`src/design/csr_pkg.sv`:
```
// Constants, carrier types and reset values of the clock sync readout bank.
// Assumes one protocol clock domain and a host on a plain strobe port.
// Contract
// Show the channel B slot number in progress in an 11-bit field.
// Show the rate correction as 16-bit two's complement, sign extended.
// Refresh the rate readout only in the idle time of odd cycles.
// Rate readout holds the raw result, before limiting and external terms.
// Rate magnitude above its configured maximum sets the limit flag.
// Without enough sync frames the rate readout keeps its old value.
// Show the offset correction as 16-bit two's complement, sign extended.
// Refresh the offset readout in the idle time of every cycle.
// Offset readout holds the raw result, before limiting and external terms.
// Offset magnitude above its configured maximum sets the limit flag.
// Without enough sync frames the offset readout keeps its old value.
// The three readouts are read-only; host writes leave them untouched.
package csr_pkg;

  localparam int ADDR_W = 8;
  localparam int DATA_W = 16;
  localparam int SLOT_W = 11;
  localparam int CORR_W = 16;
  localparam int CYC_W = 6;
  localparam int STAT_W = 6;

  // Register offsets
  localparam logic [7:0] OFS_SLOT_B = 8'h00;
  localparam logic [7:0] OFS_RATE = 8'h04;
  localparam logic [7:0] OFS_OFFSET = 8'h08;
  localparam logic [7:0] OFS_MAX_RATE = 8'h0c;
  localparam logic [7:0] OFS_MAX_OFFSET = 8'h10;
  localparam logic [7:0] OFS_IRQ_STAT = 8'h14;
  localparam logic [7:0] OFS_IRQ_MASK = 8'h18;
  localparam logic [7:0] OFS_LIMIT_SRC = 8'h1c;

  // Status and mask bit positions
  localparam int BIT_LIMIT = 0;
  localparam int BIT_RATE_UPD = 1;
  localparam int BIT_OFFS_UPD = 2;
  localparam int BIT_RATE_MISS = 3;
  localparam int BIT_OFFS_MISS = 4;
  localparam int BIT_RO_WRITE = 5;

  // Reset values
  localparam logic [15:0] RST_CORR = 16'h0000;
  localparam logic [15:0] RST_MAX = 16'h0000;
  localparam logic [5:0] RST_MASK = 6'h00;

  typedef struct packed {
    logic wr;
    logic rd;
    logic [ADDR_W-1:0] addr;
    logic [DATA_W-1:0] wdata;
  } csr_bus_req_t;

  typedef struct packed {
    logic vld;
    logic enough;
    logic [CORR_W-1:0] value;
  } csr_corr_in_t;

  typedef struct packed {
    logic [SLOT_W-1:0] slot;
    logic [DATA_W-1:0] rate;
    logic [DATA_W-1:0] offs;
    logic [DATA_W-1:0] max_rate;
    logic [DATA_W-1:0] max_offs;
    logic [STAT_W-1:0] status;
    logic [STAT_W-1:0] mask;
    logic [1:0] limit_src;
    logic [DATA_W-1:0] rdata;
    logic irq;
  } csr_state_t;

  localparam csr_state_t CSR_ST_RST = '{
    slot: 11'h000,
    rate: RST_CORR,
    offs: RST_CORR,
    max_rate: RST_MAX,
    max_offs: RST_MAX,
    status: 6'h00,
    mask: RST_MASK,
    limit_src: 2'h0,
    rdata: 16'h0000,
    irq: 1'b0
  };

endpackage : csr_pkg

```
`src/design/csr_top.sv`:
```
// Read-only clock synchronization readouts with limit checking and an
// interrupt status bank.
// Assumes the sync algorithm hands over each correction term as a one-cycle
// strobe, and that idle time and cycle number come from the protocol timer.
module csr_top
  import csr_pkg::*;
(
  // Clock and reset
  input wire logic CLK,
  input wire logic SYS_RST,
  // Host register port
  input wire csr_bus_req_t BUS_REQ,
  output logic [DATA_W-1:0] RDATA,
  // Protocol timing
  input wire logic NIT_ACTIVE,
  input wire logic [CYC_W-1:0] CYCLE_NUM,
  input wire logic [SLOT_W-1:0] SLOT_NUM_B,
  // Clock sync algorithm results
  input wire csr_corr_in_t RATE_IN,
  input wire csr_corr_in_t OFFSET_IN,
  // Interrupt and flag
  output logic IRQ,
  output logic CORR_LIMIT_FLAG
);

  // Magnitude needs one extra bit so that the most negative value fits
  function automatic logic [CORR_W:0] corr_mag(input logic [CORR_W-1:0] v);
    logic [CORR_W:0] m;
    m = {1'b0, v};
    if (v[CORR_W-1]) begin
      m = 17'h10000 - {1'b0, v};
    end
    return m;
  endfunction : corr_mag

  function automatic logic exceeds(input logic [CORR_W-1:0] v,
                                   input logic [DATA_W-1:0] limit);
    return corr_mag(v) > {1'b0, limit};
  endfunction : exceeds

  // Keeps the raw algorithm width separate from the field width
  function automatic logic [DATA_W-1:0] sext(input logic [CORR_W-1:0] v);
    return DATA_W'(signed'(v));
  endfunction : sext

  function automatic logic is_ro(input logic [ADDR_W-1:0] a);
    logic r;
    r = 1'b0;
    if (a == OFS_SLOT_B) begin
      r = 1'b1;
    end else if (a == OFS_RATE) begin
      r = 1'b1;
    end else if (a == OFS_OFFSET) begin
      r = 1'b1;
    end else if (a == OFS_LIMIT_SRC) begin
      r = 1'b1;
    end
    return r;
  endfunction : is_ro

  csr_state_t st_ff;
  csr_state_t nxt_st;

  logic rate_evt;
  logic rate_take;
  logic rate_miss;
  logic rate_lim;
  logic offs_evt;
  logic offs_take;
  logic offs_miss;
  logic offs_lim;
  logic ro_write;
  logic [STAT_W-1:0] evt;
  logic [STAT_W-1:0] clr;
  logic [DATA_W-1:0] rd_val;

  always_comb begin
    nxt_st = st_ff;
    rd_val = 16'h0000;
    clr = 6'h00;
    evt = 6'h00;

    // Slot number follows the channel B counter every cycle
    nxt_st.slot = SLOT_NUM_B;

    // Rate term: only the odd cycle idle time may refresh the readout
    rate_evt = RATE_IN.vld & RATE_IN.enough;
    rate_take = rate_evt & NIT_ACTIVE & CYCLE_NUM[0];
    rate_miss = RATE_IN.vld & ~RATE_IN.enough;
    rate_lim = rate_evt & exceeds(RATE_IN.value, st_ff.max_rate);
    if (rate_take) begin
      // Raw value, no clamping and no external term added
      nxt_st.rate = sext(RATE_IN.value);
    end
    // A strobe without enough sync frames leaves the readout alone

    // Offset term: refreshed in every idle time
    offs_evt = OFFSET_IN.vld & OFFSET_IN.enough;
    offs_take = offs_evt & NIT_ACTIVE;
    offs_miss = OFFSET_IN.vld & ~OFFSET_IN.enough;
    offs_lim = offs_evt & exceeds(OFFSET_IN.value, st_ff.max_offs);
    if (offs_take) begin
      nxt_st.offs = sext(OFFSET_IN.value);
    end
    // Too few sync frames: previous offset kept

    // Remember which term hit its limit last; both may hit together
    if (rate_lim | offs_lim) begin
      nxt_st.limit_src = {offs_lim, rate_lim};
    end

    // Host writes
    ro_write = BUS_REQ.wr & is_ro(BUS_REQ.addr);
    if (BUS_REQ.wr) begin
      if (BUS_REQ.addr == OFS_MAX_RATE) begin
        nxt_st.max_rate = BUS_REQ.wdata;
      end else if (BUS_REQ.addr == OFS_MAX_OFFSET) begin
        nxt_st.max_offs = BUS_REQ.wdata;
      end else if (BUS_REQ.addr == OFS_IRQ_STAT) begin
        clr = BUS_REQ.wdata[STAT_W-1:0];
      end else if (BUS_REQ.addr == OFS_IRQ_MASK) begin
        nxt_st.mask = BUS_REQ.wdata[STAT_W-1:0];
      end
    end

    // Sticky events; a new event wins over a clear in the same cycle
    evt[BIT_LIMIT] = rate_lim | offs_lim;
    evt[BIT_RATE_UPD] = rate_take;
    evt[BIT_OFFS_UPD] = offs_take;
    evt[BIT_RATE_MISS] = rate_miss;
    evt[BIT_OFFS_MISS] = offs_miss;
    evt[BIT_RO_WRITE] = ro_write;
    nxt_st.status = (st_ff.status & ~clr) | evt;

    // Host reads: data valid in the following cycle only
    if (BUS_REQ.rd) begin
      if (BUS_REQ.addr == OFS_SLOT_B) begin
        rd_val = {5'h00, st_ff.slot};
      end else if (BUS_REQ.addr == OFS_RATE) begin
        rd_val = st_ff.rate;
      end else if (BUS_REQ.addr == OFS_OFFSET) begin
        rd_val = st_ff.offs;
      end else if (BUS_REQ.addr == OFS_MAX_RATE) begin
        rd_val = st_ff.max_rate;
      end else if (BUS_REQ.addr == OFS_MAX_OFFSET) begin
        rd_val = st_ff.max_offs;
      end else if (BUS_REQ.addr == OFS_IRQ_STAT) begin
        rd_val = {10'h000, st_ff.status};
      end else if (BUS_REQ.addr == OFS_IRQ_MASK) begin
        rd_val = {10'h000, st_ff.mask};
      end else if (BUS_REQ.addr == OFS_LIMIT_SRC) begin
        rd_val = {14'h0000, st_ff.limit_src};
      end else begin
        rd_val = 16'h0000;
      end
    end
    nxt_st.rdata = rd_val;

    // Level interrupt tracks the status it is registered beside
    nxt_st.irq = |(nxt_st.status & nxt_st.mask);
  end

  always_ff @(posedge CLK) begin
    if (SYS_RST) begin
      st_ff <= CSR_ST_RST;
    end else begin
      st_ff <= nxt_st;
    end
  end

  assign RDATA = st_ff.rdata;
  assign IRQ = st_ff.irq;
  assign CORR_LIMIT_FLAG = st_ff.status[BIT_LIMIT];

endmodule : csr_top

```
`config.mk`:
```
export PLATFORM = sky130hd
export DESIGN_NAME = csr_top
export DESIGN_NICKNAME = d
export VERILOG_FILES = /design/src/design/csr_pkg.sv /design/src/design/csr_top.sv
export SDC_FILE = /design/constraint.sdc
export NUM_CORES = 1
export LEC_CHECK = 0
export BUFFER_PORTS_ARGS = -buffer_cell sky130_fd_sc_hd__clkbuf_2
export CAP_MARGIN = 30
export CELL_PAD_IN_SITES_DETAIL_PLACEMENT = 0
export CELL_PAD_IN_SITES_GLOBAL_PLACEMENT = 1
export CORE_MARGIN = 5
export CORE_UTILIZATION = 44
export DETAILED_ROUTE_END_ITERATION = 10
export GPL_ROUTABILITY_DRIVEN = 0
export GPL_TIMING_DRIVEN = 0
export MAX_ROUTING_LAYER = met4
export PLACE_DENSITY_LB_ADDON = 0.1
export SYNTH_ARGS = -nofsm -noshare
export SYNTH_HDL_FRONTEND = slang
export SYNTH_SLANG_ARGS = --single-unit
```
`constraint.sdc`:
```
create_clock -name CLK -period 7.4 [get_ports CLK]
set_input_delay 1.48 -clock CLK [delete_from_list [all_inputs] [get_ports CLK]]
set_output_delay 1.48 -clock CLK [all_outputs]
set_load 0.01 [all_outputs]
```
==> impl_metrics.toml <==
[sta]
finalHoldViolations = 0
max_freq_mhz = 211
finalCritPeriodShare = 0.640
rsz0062_at_grt = "no"
fin_setup_tns_ns = 0
fin_ws_ns = 2.66
relSlewSlack = 0.544
slew_violations = 0
tightestPinTransition_ns = 0.685
layout_min_cycle_time_ns = 4.74
finClkSkew_ns = 0.00681
whs_ns = 0.455
final-setup-viol-count = 0

[min_path]
worstHoldEndpoint = "st_ff[18]"
hold_class = "reg2reg"
min_delay_path_depth = 2
hold_start = "st_ff[18]"

[clock_tree]
clock_latency_ns = 0.35
ctsHoldBuffers = 0
ctsResizeCount = 0
cts_tree = "yes"
cts_buffers = 9
clk_pin_slew_ns = 0.07
cts_sinks = 106
cts-root-buf = "clkbuf_16"
htree_levels = 3
cts_setup_buffers = 0
clockBufferDepth = 2

[global_routing]
grt_pass1_vias = 5170
grt_max_degree = 17
grt_use_total = 0.235
gr-total-overflow = 0
antenna_found_initial = 0
grt_pass1_wl_um = 26700

[synth]
yosys.area.top_type = "dfxtp_1"
seq_area_frac_synth = 0.376
yosysTopAreaCellShare = 0.376
synth_area_per_cell_um2 = 7.93
syn_area_um2 = 5650
yosysWarnings = 0
synth_cell_type_count = 51
ys_async_sr_fraction = 0
yosys_most_used_dff = "dfxtp_1"
syn_nets = 828
synth_area_leaders = "dfxtp_1 (38%), nand2_1 (11%), a21oi_1 (8.6%)"
synth_seq_cells = 106
synth_edf_count = 0
syn_inst = 712

[worst_setup_path]
endpoint_kind = "flip-flop"
cp.arrival_ns = 4.97
crit_path_start_kind = "input pin"
crit_path_start = "OFFSET_IN[2]"
crit_fanout = 6
r2r_slack_ns = 4.87
slowest_delay_ns = 0.52
reg2reg_to = "IRQ"
slowest_stage = "o2111ai_1"
r2r-start = "st_ff[45]"
reg2regPathDepth = 8
cp_cell_sequence = "clkbuf_2, nor4_1, nand2b_1, nor2_1, nand2_1, o41ai_1, xnor2_1, ha_1, a21o_1, a211o_1, a221o_1, o2111ai_1, and3_2, o22ai_1"
critPathRequiredTime_ns = 7.63
critPathKind = "in2reg"

[run_status]
status = "finished clean"

[place]
post-place-ws_ns = 2.28
port_buffers = 94
dpl.hpwl_um = 14000

[floorplanning]
die_area_um2 = 15200
ios = 100
die_h_um = 123
core_um2 = 12600
rows = 41
die_w_um = 123
initial_core_util = 0.447

[drt]
drt_wl_total_um = 16900
wire_per_inst_um = 17.0
drcViolationCount = 0
vias = 5224
antenna_left = 0
drt_iter0_drc = 391
dr.pass1.iters = 4
vias_per_cell = 5.26

[cells_and_area]
drive_gt1_frac = 0.183
layout_common_cells = "nand2_1 (161), dfxtp_1 (106), a21oi_1 (97)"
fillers = 1306
layout.nets = 933
post-route-util = 0.533
final_common_cell = "nand2_1"
multiInputGateArea_um2 = 3090
area.growth.synth_to_final_pct = 19.0
regArea_um2 = 2120
antenna-diode-count = 0

[flow_run]
drv_cap = 0

[power]
power.leakage_nw = 2.57
p_total_w = 0.00136
power_density_nw_per_um2 = 202
ir_worst_vdd_v = 0.0000907
==> worst max-delay path by stage <==
stage                     end  slack [ns]  cells past startpoint
after floorplan           IRQ        2.97                     15
after global placement    IRQ        2.28                     16
after detailed placement  IRQ        2.28                     16
after CTS                 IRQ        2.64                     16
after global routing      IRQ        2.42                     16
final                     IRQ        2.66                     14
==> worst max-delay path, delay by kind of cell <==
family                     cells  cell delay, ns
AOI/OAI and AO/OA              6            1.76
and+or+nand+nor                5            1.13
adders and majority gates      1            0.28
xor gates and xnor gates       1            0.18
buffers and inverters          1            0.13
==> where the power goes <==
part           leakage, nW  switching [W]  internal, W
sequential           0.860     0.00000642     0.000581
combinational         1.52      0.0000898    0.0000656
clock                0.189       0.000210     0.000407
total                 2.57       0.000306      0.00105
==> cells by family after synthesis <==
group                    synth area share
AND/OR/NAND/NOR                     0.215
AO/OA/AOI/OAI                       0.188
flip-flops                          0.376
buffers and inverters              0.0769
adder cells (fa/ha/maj)            0.0754
XOR/XNOR                           0.0419
multiplexers                       0.0270
==> layer usage <==
metal	vias up	global-route usage	part of all wire
met5	-	-	0
met4	0	0.0623	0.011
met3	12	0.0430	0.058
met2	133	0.359	0.45
met1	2418	0.323	0.48
li1	2661	-	-
==> final cells by class <==
cell class	count	area share
Clock inverter	5	0.0223
Buffer	48	0.0434
Tap cell	172	0.0320
Clock buffer	10	0.0356
Multi-Input combinational cell	520	0.460
Timing Repair Buffer	94	0.0700
Sequential cell	106	0.316
Inverter	38	0.0212
==> synth_stat cells (all sizes together) (4+ instances only) <==
master / n
buf: 25
nand2: 162
inv: 38
nor4: 5
nand4: 8
dfxtp: 106
a31oi: 5
o21ai: 21
a22oi: 25
nand3: 13
o31ai: 7
nor3: 6
a221oi: 4
a21oi: 98
a21o: 4
nor2: 30
ha: 34
nand2b: 6
xnor2: 27
nor2b: 15
o41ai: 5
clkbuf: 23
mux2i: 13
==> registers in the layout (all words and copies together), names as in the netlist <==
name	count
st_ff	88
RDATA	16
CORR_LIMIT_FLAG	1
IRQ	1
==> metrics by stage <==
| step | cell area [um^2] | instances |
|---|---|---|
| floorplan | 5650 | 712 |
| global placement | 6330 | 978 |
| detailed placement | 6330 | 978 |
| CTS | 6720 | 993 |
| global route | 6720 | 993 |
| finish | 6720 | 993 |
Note: power is estimated with default switching activity, not from simulation.
